--- src/pkg/tsc_pkg.sv ---
// Purpose: shared constants for the telemetry scan controller
// Assumes: 20 MHz system clock, telemetry serial clock derived by division
// Notes:   command word layouts are local choices
`default_nettype none
package tsc_pkg;
  // clock rates and derived counts
  localparam int unsigned SYS_PERIOD_NS   = 50;
  localparam int unsigned SYS_HZ          = 20_000_000;
  localparam int unsigned TSCLK_HZ        = 5_000_000;
  localparam int unsigned SCLK_DIV        = SYS_HZ / TSCLK_HZ;
  localparam int unsigned MS_NS           = 1_000_000;
  localparam int unsigned MS_CYC_DEF      = MS_NS / SYS_PERIOD_NS;
  localparam int unsigned SCAN_INT_TYP_MS = 1000;
  // frame shape
  localparam int unsigned FRAME_BITS      = 16;
  localparam int unsigned RESULT_BITS     = 12;
  localparam int unsigned RESULT_LSB      = 4;
  localparam int unsigned GAP_CYC         = 4;
  // channel map
  localparam int unsigned MUX_CH          = 32;
  localparam int unsigned NUM_MUX         = 2;
  localparam int unsigned NUM_CONV        = 3;
  localparam int unsigned NUM_GROUPS      = 4;
  localparam int unsigned DAC_ATTR_BASE   = 64;
  localparam int unsigned NUM_ATTR        = 68;
  // command words
  localparam logic [15:0] CONV_CMD_BASE   = 16'h8000;
  localparam int unsigned CONV_SEL_BIT    = 13;
  localparam logic [15:0] MUX_CMD_BASE    = 16'h0020;
  typedef enum logic [2:0] {
    ST_IDLE  = 3'b000,
    ST_MUX   = 3'b001,
    ST_CONV  = 3'b010,
    ST_GRP   = 3'b011,
    ST_FLUSH = 3'b100
  } tsc_state_t;
  typedef enum logic [1:0] {
    FR_IDLE  = 2'b00,
    FR_SHIFT = 2'b01,
    FR_GAP   = 2'b10
  } tsc_fr_state_t;
endpackage
`default_nettype wire

--- src/hdl/tsc_frame.sv ---
// Purpose: 16-bit serial frame engine with generated serial clock
// Assumes: partner samples on rising edge and drives on falling edge
// Notes:   one frame line per lane when NFR equals LANES
`timescale 1ns/1ns
`default_nettype none
module tsc_frame #(
  parameter int unsigned LANES = 1,
  parameter int unsigned NFR   = 1
) (
  input  wire logic                        clk,
  input  wire logic                        rst_n,
  input  wire logic                        start,
  input  wire logic [NFR-1:0]              frame_mask,
  input  wire logic [LANES-1:0][15:0]      tx_word,
  input  wire logic [LANES-1:0]            sdi,
  output logic                             sclk,
  output logic [LANES-1:0]                 sdo,
  output logic [NFR-1:0]                   frame_n,
  output logic [LANES-1:0][15:0]           rx_word,
  output logic                             busy,
  output logic                             done
);
  import tsc_pkg::*;
  tsc_fr_state_t             st_r;
  logic [1:0]                cnt_r;
  logic [3:0]                bit_r;
  logic [2:0]                gap_r;
  logic [LANES-1:0][15:0]    tx_r;
  logic [LANES-1:0]          s1_r;
  logic [LANES-1:0]          s2_r;

  assign busy = (st_r != FR_IDLE);
  // only the second stage is read
  always_ff @(posedge clk or negedge rst_n) begin
    if (!rst_n) begin
      s1_r <= '0;
      s2_r <= '0;
    end else begin
      s1_r <= sdi;
      s2_r <= s1_r;
    end
  end

  always_ff @(posedge clk or negedge rst_n) begin
    if (!rst_n) begin
      st_r    <= FR_IDLE;
      cnt_r   <= 2'd0;
      bit_r   <= 4'd0;
      gap_r   <= 3'd0;
      tx_r    <= '0;
      rx_word <= '0;
      sclk    <= 1'b0;
      frame_n <= '1;
      done    <= 1'b0;
    end else begin
      done <= 1'b0;
      case (st_r)
        FR_IDLE: begin
          sclk <= 1'b0;
          if (start) begin
            tx_r    <= tx_word;
            frame_n <= ~frame_mask;
            cnt_r   <= 2'd0;
            bit_r   <= 4'd0;
            st_r    <= FR_SHIFT;
          end
        end
        FR_SHIFT: begin
          cnt_r <= cnt_r + 2'd1;
          sclk  <= (cnt_r == 2'd1) || (cnt_r == 2'd2);
          if (cnt_r == 2'(SCLK_DIV - 1)) begin
            // sample late: synchroniser adds two cycles
            for (int l = 0; l < LANES; l++) begin
              rx_word[l] <= {rx_word[l][14:0], s2_r[l]};
              tx_r[l]    <= {tx_r[l][14:0], 1'b0};
            end
            if (bit_r == 4'(FRAME_BITS - 1)) begin
              st_r  <= FR_GAP;
              gap_r <= 3'd0;
            end else begin
              bit_r <= bit_r + 4'd1;
            end
          end
        end
        FR_GAP: begin
          frame_n <= '1;
          sclk    <= 1'b0;
          gap_r   <= gap_r + 3'd1;
          if (gap_r == 3'(GAP_CYC - 1)) begin
            st_r <= FR_IDLE;
            done <= 1'b1;
          end
        end
        default: st_r <= FR_IDLE;
      endcase
    end
  end

  always_comb begin
    for (int l = 0; l < LANES; l++) begin
      sdo[l] = (st_r == FR_SHIFT) && tx_r[l][15];
    end
  end

  // helper: length of the low frame window
  logic [7:0] low_cnt_r;
  always_ff @(posedge clk or negedge rst_n) begin
    if (!rst_n) begin
      low_cnt_r <= 8'd0;
    end else if (&frame_n) begin
      low_cnt_r <= 8'd0;
    end else begin
      low_cnt_r <= low_cnt_r + 8'd1;
    end
  end
endmodule
`default_nettype wire

--- src/hdl/tsc_top.sv ---
// Purpose: telemetry scan controller for the front-end board
// Assumes: settings and readout flag come from outside this clock domain
// Notes:   attributes are read through a registered address/data port
// Function
// - multiplexor channels are selected over the shared DAC clock and data lines, one frame line per 32-channel multiplexor.
// - each converter gets the telemetry serial clock, a command line and its own frame line, and has two inputs that the command picks between.
// - a conversion is started by shifting a 16-bit command that also selects the input.
// - each result is read in the next sixteen-period frame while the next conversion runs.
// - the telemetry serial clock runs at 5 MHz and a full scan takes about 0.45 ms.
// - all 64 multiplexor channels are scanned periodically into readable attributes; the DAC channels are read only by group reads.
// - the time between scans comes from the scan-interval setting, usually 1000 ms.
// - scanning is held off while pixel readout is active, except for the group frames launched in ST_GRP.
// - four DAC channels are read through two further converters reporting half the DAC value.
// - an interval of zero stops periodic scans and enables group reads from the scan-command setting.
// - up to two groups are read at once on parallel converter lines.
`timescale 1ns/1ns
`default_nettype none
module tsc_top #(
  parameter int unsigned MS_CYC = tsc_pkg::MS_CYC_DEF
) (
  input  wire logic                           SYS_CLK,
  input  wire logic                           RST_N,
  input  wire logic [15:0]                    SCAN_INTERVAL_SETTING,
  input  wire logic [tsc_pkg::NUM_GROUPS-1:0] SCAN_COMMAND_SETTING,
  input  wire logic                           SCAN_COMMAND_STROBE,
  input  wire logic                           READOUT_ACTIVE,
  input  wire logic [6:0]                     ATTR_RD_ADDR,
  output logic [11:0]                         ATTR_RD_DATA,
  output logic                                SCAN_BUSY,
  output logic                                SHARED_DAC_SERIAL_CLOCK,
  output logic                                SHARED_DAC_SERIAL_IN,
  output logic [tsc_pkg::NUM_MUX-1:0]         MUX_FRAME_SELECT_N,
  output logic                                TELE_SERIAL_CLOCK,
  output logic [tsc_pkg::NUM_CONV-1:0]        TELE_CONVERTER_CMD_IN,
  output logic [tsc_pkg::NUM_CONV-1:0]        TELE_CONVERTER_FRAME_N,
  input  wire logic [tsc_pkg::NUM_CONV-1:0]   TELE_CONVERTER_DOUT
);
  import tsc_pkg::*;
  tsc_state_t              st_r;
  logic                    ro1_r, ro_s_r;
  logic [15:0]             int1_r, int_s_r;
  logic [NUM_GROUPS-1:0]   grp_r;
  logic [NUM_GROUPS-1:0]   cmd1_r, cmd_s_r;
  logic                    grp_pend_r;
  logic                    cs1_r, cs2_r, cs3_r;
  logic [$clog2(MS_CYC)-1:0] ms_cnt_r;
  logic [15:0]             elapsed_r;
  logic [4:0]              pos_r;
  logic                    mux_sel_r, in_sel_r;
  logic [NUM_CONV-1:0]     pend_r;
  logic                    pend_in_r;
  logic [4:0]              pend_pos_r;
  logic                    mux_go, conv_go, mux_done, conv_done, mux_busy, conv_busy;
  logic [NUM_CONV-1:0]     conv_mask, conv_new;
  logic [NUM_CONV-1:0][15:0] conv_tx, conv_rx;
  logic [0:0][15:0]        mux_tx;
  logic [11:0]             attr_r [NUM_ATTR];

  // settings and readout flag cross in through two flops
  always_ff @(posedge SYS_CLK or negedge RST_N) begin
    if (!RST_N) begin
      ro1_r   <= 1'b0;
      ro_s_r  <= 1'b0;
      int1_r  <= 16'h0000;
      int_s_r <= 16'h0000;
      cs1_r   <= 1'b0;
      cs2_r   <= 1'b0;
      cs3_r   <= 1'b0;
      cmd1_r  <= '0;
      cmd_s_r <= '0;
    end else begin
      ro1_r   <= READOUT_ACTIVE;
      ro_s_r  <= ro1_r;
      int1_r  <= SCAN_INTERVAL_SETTING;
      int_s_r <= int1_r;
      cs1_r   <= SCAN_COMMAND_STROBE;
      cs2_r   <= cs1_r;
      cs3_r   <= cs2_r;
      cmd1_r  <= SCAN_COMMAND_SETTING;
      cmd_s_r <= cmd1_r;
    end
  end

  // group request latch; a new strobe wins over the clear on acceptance
  always_ff @(posedge SYS_CLK or negedge RST_N) begin
    if (!RST_N) begin
      grp_pend_r <= 1'b0;
      grp_r      <= '0;
    end else if (cs2_r && !cs3_r && (int_s_r == 16'h0000)) begin
      grp_pend_r <= |cmd_s_r;
      grp_r      <= cmd_s_r;
    end else if (st_r == ST_IDLE && grp_pend_r && !ro_s_r) begin
      grp_pend_r <= 1'b0;
    end
  end

  // millisecond base and time since last scan
  always_ff @(posedge SYS_CLK or negedge RST_N) begin
    if (!RST_N) begin
      ms_cnt_r  <= '0;
      elapsed_r <= 16'h0000;
    end else if (st_r != ST_IDLE) begin
      ms_cnt_r  <= '0;
      elapsed_r <= 16'h0000;
    end else if (ms_cnt_r == ($clog2(MS_CYC))'(MS_CYC - 1)) begin
      ms_cnt_r  <= '0;
      elapsed_r <= (elapsed_r == 16'hFFFF) ? elapsed_r : elapsed_r + 16'h0001;
    end else begin
      ms_cnt_r <= ms_cnt_r + 1'b1;
    end
  end

  // launches are held while pixels are read out, except the group frames of ST_GRP
  always_comb begin
    mux_go    = (st_r == ST_MUX) && !mux_busy && !mux_done && !ro_s_r;
    conv_go  = 1'b0;
    conv_new = '0;
    case (st_r)
      ST_CONV: begin
        conv_go  = !conv_busy && !conv_done && !ro_s_r;
        conv_new = 3'b001;
      end
      ST_GRP: begin
        conv_go  = !conv_busy && !conv_done;
        conv_new = {grp_r[{1'b1, in_sel_r}], grp_r[{1'b0, in_sel_r}], 1'b0};
      end
      ST_FLUSH: begin
        conv_go  = !conv_busy && !conv_done && (pend_r != '0) && !ro_s_r;
        conv_new = '0;
      end
      default: begin
        conv_go  = 1'b0;
        conv_new = '0;
      end
    endcase
    // a lane owing a result is framed again, else its data never comes out
    conv_mask = conv_new | pend_r;
  end

  always_comb begin
    for (int c = 0; c < NUM_CONV; c++) begin
      conv_tx[c] = CONV_CMD_BASE;
      conv_tx[c][CONV_SEL_BIT] = in_sel_r;
    end
    mux_tx[0] = MUX_CMD_BASE | {11'h000, pos_r};
  end

  always_ff @(posedge SYS_CLK or negedge RST_N) begin
    if (!RST_N) begin
      st_r       <= ST_IDLE;
      pos_r      <= 5'd0;
      mux_sel_r  <= 1'b0;
      in_sel_r   <= 1'b0;
      pend_r     <= '0;
      pend_in_r  <= 1'b0;
      pend_pos_r <= 5'd0;
    end else begin
      if (conv_done) begin
        pend_r     <= (st_r == ST_FLUSH) ? '0 : conv_new;
        pend_in_r  <= in_sel_r;
        pend_pos_r <= pos_r;
      end
      case (st_r)
        ST_IDLE: begin
          pos_r     <= 5'd0;
          mux_sel_r <= 1'b0;
          in_sel_r  <= 1'b0;
          if (int_s_r != 16'h0000 && elapsed_r >= int_s_r && !ro_s_r) begin
            st_r <= ST_MUX;
          end else if (int_s_r == 16'h0000 && grp_pend_r && !ro_s_r) begin
            st_r <= ST_GRP;
          end
        end
        ST_MUX: begin
          if (mux_done) begin
            mux_sel_r <= ~mux_sel_r;
            if (mux_sel_r) begin
              st_r <= ST_CONV;
            end
          end
        end
        ST_CONV: begin
          if (conv_done) begin
            in_sel_r <= ~in_sel_r;
            if (in_sel_r) begin
              pos_r <= pos_r + 5'd1;
              st_r  <= (pos_r == 5'(MUX_CH - 1)) ? ST_FLUSH : ST_MUX;
            end
          end
        end
        ST_GRP: begin
          if (conv_done) begin
            in_sel_r <= ~in_sel_r;
            if (in_sel_r) begin
              st_r <= ST_FLUSH;
            end
          end
        end
        ST_FLUSH: begin
          if (conv_done || pend_r == '0) begin
            st_r <= ST_IDLE;
          end
        end
        default: st_r <= ST_IDLE;
      endcase
    end
  end

  // attribute store: one writer per entry, fed by the frame that returns the result
  logic [NUM_ATTR-1:0] attr_we;
  for (genvar e = 0; e < NUM_ATTR; e++) begin : g_attr
    localparam logic [6:0] EI = 7'(e);
    assign attr_we[e] = conv_done && (
        (pend_r[0] && EI == {1'b0, pend_in_r, pend_pos_r}) ||
        (pend_r[1] && EI == 7'(DAC_ATTR_BASE) + {6'd0, pend_in_r}) ||
        (pend_r[2] && EI == 7'(DAC_ATTR_BASE + 2) + {6'd0, pend_in_r}));
    always_ff @(posedge SYS_CLK or negedge RST_N) begin
      if (!RST_N) begin
        attr_r[e] <= 12'h000;
      end else if (attr_we[e]) begin
        attr_r[e] <= conv_rx[(e < DAC_ATTR_BASE) ? 0 : ((e < DAC_ATTR_BASE + 2) ? 1 : 2)]
                     [RESULT_LSB +: RESULT_BITS];
      end
    end
  end

  always_ff @(posedge SYS_CLK or negedge RST_N) begin
    if (!RST_N) begin
      ATTR_RD_DATA <= 12'h000;
    end else begin
      ATTR_RD_DATA <= (ATTR_RD_ADDR < 7'(NUM_ATTR)) ? attr_r[ATTR_RD_ADDR] : 12'h000;
    end
  end
  assign SCAN_BUSY = (st_r != ST_IDLE);

  tsc_frame #(.LANES(1), .NFR(NUM_MUX)) u_mux (
    .clk        (SYS_CLK),
    .rst_n      (RST_N),
    .start      (mux_go),
    .frame_mask ({mux_sel_r, ~mux_sel_r}),
    .tx_word    (mux_tx),
    .sdi        (1'b0),
    .sclk       (SHARED_DAC_SERIAL_CLOCK),
    .sdo        (SHARED_DAC_SERIAL_IN),
    .frame_n    (MUX_FRAME_SELECT_N),
    .rx_word    (),
    .busy       (mux_busy),
    .done       (mux_done)
  );
  tsc_frame #(.LANES(NUM_CONV), .NFR(NUM_CONV)) u_conv (
    .clk        (SYS_CLK),
    .rst_n      (RST_N),
    .start      (conv_go),
    .frame_mask (conv_mask),
    .tx_word    (conv_tx),
    .sdi        (TELE_CONVERTER_DOUT),
    .sclk       (TELE_SERIAL_CLOCK),
    .sdo        (TELE_CONVERTER_CMD_IN),
    .frame_n    (TELE_CONVERTER_FRAME_N),
    .rx_word    (conv_rx),
    .busy       (conv_busy),
    .done       (conv_done)
  );
endmodule
`default_nettype wire

--- config.mk ---
export PLATFORM = sky130hd
export DESIGN_NAME = tsc_top
export DESIGN_NICKNAME = d
export VERILOG_FILES = /design/src/pkg/tsc_pkg.sv /design/src/hdl/tsc_frame.sv /design/src/hdl/tsc_top.sv
export SDC_FILE = /design/constraint.sdc
export NUM_CORES = 1
export LEC_CHECK = 0
export ABC_AREA = 1
export BUFFER_PORTS_ARGS = -buffer_cell sky130_fd_sc_hd__buf_2
export CAP_MARGIN = 20
export CORE_UTILIZATION = 28
export CTS_CLUSTER_SIZE = 16
export DETAILED_ROUTE_END_ITERATION = 8
export PLACE_DENSITY = 0.41
export SLEW_MARGIN = 5
export SYNTH_ARGS = -nofsm -noshare
export SYNTH_HDL_FRONTEND = slang
export SYNTH_SLANG_ARGS = --single-unit
--- constraint.sdc ---
create_clock -name SYS_CLK -period 3.75 [get_ports SYS_CLK]
set_input_delay 0.75 -clock SYS_CLK [delete_from_list [all_inputs] [get_ports SYS_CLK]]
set_output_delay 0.75 -clock SYS_CLK [all_outputs]
set_load 0.05 [all_outputs]
==> out/metrics.cfg, run 1 <==
[routing]
routedWlPerCell_um=19.1
ant_nets=0
via_count=38600
drt-vias-per-instance=4.66
routed_wl_mm=158
drc=0
firstDrtPassIters=6
drtIter0Drc=2743

[logic_synthesis]
netlist_top_cells_count=nand2_1 (2077), dfrtp_1 (1027), o21ai_0 (916)
async_reset_ff_share_pct=100
synth_area_um2=48100
synth.area.top_cells=dfrtp_1 (53%), nand2_1 (16%), o21ai_0 (9.5%)
synth_top_area_cell=dfrtp_1
syn_inst=6051
ys_ff_latch=1032
synth_cell_types=47
synthFlopType=dfrtp_1
ys_warn_count=0
synthesis.nets=6113
synth-edff-count=0
avgSynthCellArea_um2=7.95
yosysSeqAreaShare_pct=53.7
synth.most_common_cell=nand2_1
synth_top_area_share_pct=53.4

[power]
ir_worst_vdd_mv=0.437
p_leak_nw=25.5
power_w=0.0282
power.density_nw_per_um2=514

[clocking]
cts-buffers-inserted=130
clock_path_buffers=3
root_buffer=clkbuf_16
clkTransAtPathRegs_ns=0.06
clk_latency_ns=0.79
cts_tree=yes
cts_sinks=1032
post-cts-setup-buffers=0
h-tree-depth=4

[floorplan]
die_area_um2=173000
die_h_um=416
ios=58
start_util_pct=28.3
rows=151
core_area_um2=170000
fp.dieW_um=416

[worst_hold_path]
hold_class=primary input to register
hold_path.startpoint=SCAN_INTERVAL_SETTING[4]
min_to=int1_r[4]
hold_depth=1

[sta]
min_period_over_period_pct=82.9
finalHoldViolCount=0
fmax_mhz=322
worst-slew-pin-transition_ns=1.09
finalSetupTns_ns=0
fin_skew_ns=0.0254
slew_violations=0
setup_viol=0
rsz0062_at_grt=false
relSlewSlack_pct=27.6
fin_crit_ns=3.11

[setup_path]
crit_type=register to primary output
worstRegToRegCells=5
arrival_ns=2.36
worst_setup_path_start_kind=register
worstPathRequired_ns=3.00
r2r_slack_ns=1.09
r2r-start=pend_pos_r[1]
end_kind=primary output
r2r_end=attr_r[653]
cp_max_fo=16

[run]
maxCapViolCount=0

[finish]
multiInputGateArea_um2=18300
seq_area_um2=25800
area_growth_syn_to_layout_pct=13.9
layout.nets=6014
fillers=18200
drive_above_1_share_pct=8.08

[placement]
dpl.hpwl_mm=97.5
port-buffer-count=57
place_congestion=0.817

[grt]
grt_pass1_wl_mm=245
grt_usage_pct=18.4
grt_pass1_vias=37800
grt_overflow=0
antenna_found_initial=1
grt_start_max_net_pins=126

[outcome]
outcome=finished, final reports clean

-- kinds of logic (layout without fill, tap and decap cells) --
kind of cell | Yosys count | in the layout | synth area share [%]
AND/OR/NAND/NOR | 2917 | 2917 | 24.8
multiplexers | 3 | 3 | 0.0702
flip-flops | 1032 | 1032 | 53.7
AO/OA/AOI/OAI | 1140 | 1140 | 12.1
adder cells (fa/ha/maj) | 28 | 28 | 0.728
other | 0 | 2 | 0
XOR/XNOR | 11 | 11 | 0.200
buffers and inverters | 920 | 918 | 8.36
-- routing by layer --
layer / wire length (um) / track usage [%] / up-vias
li1: - / - / 19000
met1: 79700 / 27.0 / 18800
met2: 69400 / 28.2 / 631
met3: 6360 / 2.82 / 164
met4: 2810 / 4.37 / 0
met5: 0 / 0 / -
-- timing repair --
item                                   4_1_cts  5_1_grt
endpoints found under the hold margin       28        0
hold buffers                                 6        0
gates resized for setup                      0        0
-- cell usage in the layout (no fill, tap or decap), types with 6 or more instances in the layout --
master and count:
xor2_1 9, buf_12 31, a21oi_1 54, nor3_1 14
or2_2 9, dfrtp_1 1027, o21ai_2 17, buf_2 54
inv_1 486, nand2_1 2077, buf_4 90, nor2_4 9
nand2_4 30, dlygate4sd3_1 6, nand3_1 431, clkinv_2 17
o21ai_1 116, nand4_1 12, nor2_1 313, ha_1 28
o22ai_1 16, o21ai_0 916, clkbuf_8 41, inv_2 13
clkbuf_16 132, clkbuf_1 24
-- how the worst max path moves through the flow --
stage	startpoint	to	slack, ns	cells after the start
6_report	st_r[0]	SCAN_BUSY	0.64	6
5_1_grt	st_r[0]	SCAN_BUSY	0.52	6
4_1_cts	st_r[0]	SCAN_BUSY	0.57	6
3_5_place_dp	ATTR_RD_ADDR[0]	ATTR_RD_DATA[4]	0.63	17
3_3_place_gp	ATTR_RD_ADDR[0]	ATTR_RD_DATA[4]	0.64	17
2_1_floorplan	u_conv.st_r[1]	TELE_CONVERTER_CMD_IN[1]	1.21	4
-- layout make-up --
class / count / area share (%)
Antenna cell: 2 / 0.00914
Clock buffer: 196 / 7.20
Clock inverter: 33 / 0.655
Inverter: 505 / 3.50
Multi-Input combinational cell: 4099 / 33.4
Sequential cell: 1032 / 47.2
Tap cell: 2218 / 5.07
Timing Repair Buffer: 184 / 3.05
-- through the flow --
stage	area (um2)	utilization, %	setup slack, ns	std cells	hold WS (ns)
2_1_floorplan	48100	-	1.21	6051	0.331
3_3_place_gp	50400	29.6	0.645	8031	0.335
3_5_place_dp	50400	29.6	0.633	8032	0.336
4_1_cts	54800	32.2	0.575	8267	0.000569
5_1_grt	54800	32.2	0.521	8267	0.0255
6_report	54800	32.2	0.642	8269	0.0678
-- sequential cells by signal (all words and copies together), names as in the netlist, 5 cells and up --
register / cells
pend_pos_r: 5
int1_r: 16
elapsed_r: 16
ATTR_RD_DATA: 12
attr_r: 816
pos_r: 5
u_mux.tx_r: 16
u_conv.rx_word: 48
ms_cnt_r: 15
int_s_r: 16
-- power by group --
group          leakage [nW]  internal, W  total (W)  switching [W]
Clock                  2.11      0.00732     0.0126        0.00525
Combinational          9.18     0.000791    0.00383        0.00304
Sequential             14.2       0.0115     0.0118       0.000256
Total                  25.5       0.0196     0.0282        0.00854
-- worst max-delay path, stage by stage, from the launching register on --
cell and delay, ns:
dfrtp_1 0.44, nor2_1 0.09, inv_1 0.12, nor2_4 0.03, buf_4 0.20, inv_2 0.33
buf_2 0.35
No activity file was read; power rests on OpenSTA's default activity.
==> run 2: changes to the inputs <==
Settings changed: PLACE_DENSITY 0.41 to 0.42.
Clock period 3.75 ns to 2.8 ns, I/O delays scaled along.
==> run 2 against run 1 <==
Effect of this change:
- critical path depth shrank 1
- first-iteration DRC count rose by 14%
- count of clock-buffer cells in the layout shrank 14
- critical endpoint is now TELE_CONVERTER_CMD_IN[2]
- core utilization grew 0.43 points
- die area did not move
- cell area up 1.3%
- combinational power is 43% higher
==> out/metrics.cfg, run 2 (synthesized netlist as in run 1, its figures left out) <==
[grt]
grt_pass1_vias=38000  ; +0.57%
grt_usage_pct=18.6  ; +0.14 points
grt_start_max_net_pins=117  ; -7.1%
grt_overflow=0  ; unchanged
antenna_found_initial=4  ; +3
grt_pass1_wl_mm=248  ; +1.1%

[setup_path]
r2r_end=ATTR_RD_DATA[2]
worst_setup_path_start_kind=register
end_kind=primary output
r2r_slack_ns=0.39  ; -0.70 ns
crit_family=buffers and inverters
critPathMaxStageDelay_ns=0.43  ; about the same
crit_type=register to primary output
crit_chain=nor2_2, buf_4, inv_1, nor2_2, buf_2
arrival_ns=2.11  ; -0.25 ns
worstRegToRegCells=9  ; +4
cpMostUsedCell=nor2_2
worstPathRequired_ns=2.24  ; -0.76 ns
path_buf_inv=3  ; -1
r2r-start=attr_r[398]
critPathSlowestCell=dfrtp_1
cp_max_fo=7  ; -9

[sta]
finalHoldViolCount=0  ; unchanged
fin_skew_ns=0.0379  ; +0.0125 ns
fmax_mhz=375
setup_viol=0  ; unchanged
fin_crit_ns=2.67
min_period_over_period_pct=95.3
finalSetupTns_ns=0  ; unchanged
slew_violations=0  ; unchanged
rsz0062_at_grt=false
worst-slew-pin-transition_ns=1.01  ; -0.0767 ns
relSlewSlack_pct=32.7  ; +5.1 points
finalHoldWorstSlack_ns=0.227  ; +0.159 ns

[routing]
ant_nets=0  ; unchanged
routed_wl_mm=160  ; +0.99%
drtIter0Drc=3133  ; +14%
drt-vias-per-instance=4.66  ; -0.18%
routedWlPerCell_um=19.1  ; about the same
firstDrtPassIters=6  ; unchanged
via_count=38900  ; +0.85%
drc=0  ; unchanged

[finish]
layout.nets=6091  ; +1.3%
largest_reg_flops=816  ; unchanged
final_cell_mix=nand2_1 (2077), dfrtp_1 (1027), o21ai_0 (916)
area_growth_syn_to_layout_pct=15.4
fin_area_um2=55500  ; +1.3%
stdcell_count=8354  ; +1.0%
top_regs=attr_r x816, u_conv.rx_word x48
drive_above_1_share_pct=8.92  ; +0.83 points
top_register=attr_r
layout_commonest_cell=nand2_1

[floorplan]
start_util_pct=28.3  ; unchanged
fp.dieW_um=416  ; unchanged
core_area_um2=170000  ; unchanged
rows=151  ; unchanged
ios=58  ; unchanged
die_h_um=416  ; unchanged
die_area_um2=173000  ; unchanged

[worst_hold_path]
hold_depth=5  ; +4
hold_path.startpoint=ATTR_RD_ADDR[5]
hold_class=primary input to register
min_to=ATTR_RD_DATA[9]

[clocking]
cts_tree=yes
cts-buffers-inserted=120  ; -7.7%
cts_sinks=1032  ; unchanged
clkTransAtPathRegs_ns=0.06  ; about the same
clk_latency_ns=0.76  ; -0.03 ns
clock_path_buffers=3  ; unchanged
h-tree-depth=3  ; -1
root_buffer=clkbuf_16

[power]
p_leak_nw=25.9  ; +1.5%
ir_worst_vdd_mv=0.964  ; +120%
power.density_nw_per_um2=677  ; +32%
power_w=0.0376  ; +33%

[outcome]
outcome=finished, final reports clean

[placement]
port-buffer-count=57  ; unchanged
dpl.hpwl_mm=102  ; +4.3%
dpl.cell_count=8098  ; +0.82%
dpl-instance-area_um2=51100  ; +1.4%
place_congestion=0.804  ; -1.5%

[run]
maxCapViolCount=0  ; unchanged

## run 2: power breakdown
group	switching, W	internal, W
registers	0.000335	0.0154
logic	0.00418	0.00129
clock network	0.00676	0.00958
## run 2: area by class of cell
class,instances,area (um2)
flip-flops and latches,1032,25800
clock inverters,46,572
repair buffers,271,2590
diodes,1,2.50
inverters,505,1920
multi-input cells,4099,18300
fillers,18200,115000
well taps,2218,2780
clock buffers,182,3550
## run 2: worst max-delay path by stage
stage / end / cells past startpoint / from / slack [ns]
after global placement: ATTR_RD_DATA[2] / 12 / ATTR_RD_ADDR[1] / -0.29
after global routing: SCAN_BUSY / 6 / st_r[0] / 0.001
final: TELE_CONVERTER_CMD_IN[2] / 5 / u_conv.st_r[1] / 0.13
after CTS: TELE_CONVERTER_CMD_IN[2] / 5 / u_conv.st_r[1] / -0.04
after floorplan: TELE_CONVERTER_CMD_IN[1] / 4 / u_conv.st_r[1] / 0.45
after detailed placement: ATTR_RD_DATA[2] / 12 / ATTR_RD_ADDR[1] / -0.30
## run 2: per-layer routing
metal	up-vias	global-route usage, %	wire [um]
li1	19100	-	-
met1	18900	27.8	80900
met2	731	28.2	69400
met3	161	2.50	6970
met4	0	4.01	2590
met5	-	0	0
## run 2: per-stage QoR
step / util (%) / setup WS [ns]
after CTS: 32.6 / -0.0440
after detailed placement: 30.1 / -0.303
after floorplan: - / 0.450
final: 32.7 / 0.132
after global placement: 30.1 / -0.292
after global routing: 32.7 / 0.00119
## run 2: what timing repair did
| action | 4_1_cts | 5_1_grt |
|---|---|---|
| pin swaps | 1 | 0 |
| setup endpoints to repair | 4 | 4 |
| setup buffers | 1 | 0 |
| hold buffers | 26 | 0 |
| gates resized for setup | 0 | 3 |
| hold endpoints to repair | 196 | 0 |
## run 2: worst min-delay path, cell delays in order
cell and delay (ns):
buf_2 0.15, nand3_1 0.10, nand2_1 0.05, nand2_1 0.05
nand2_1 0.04
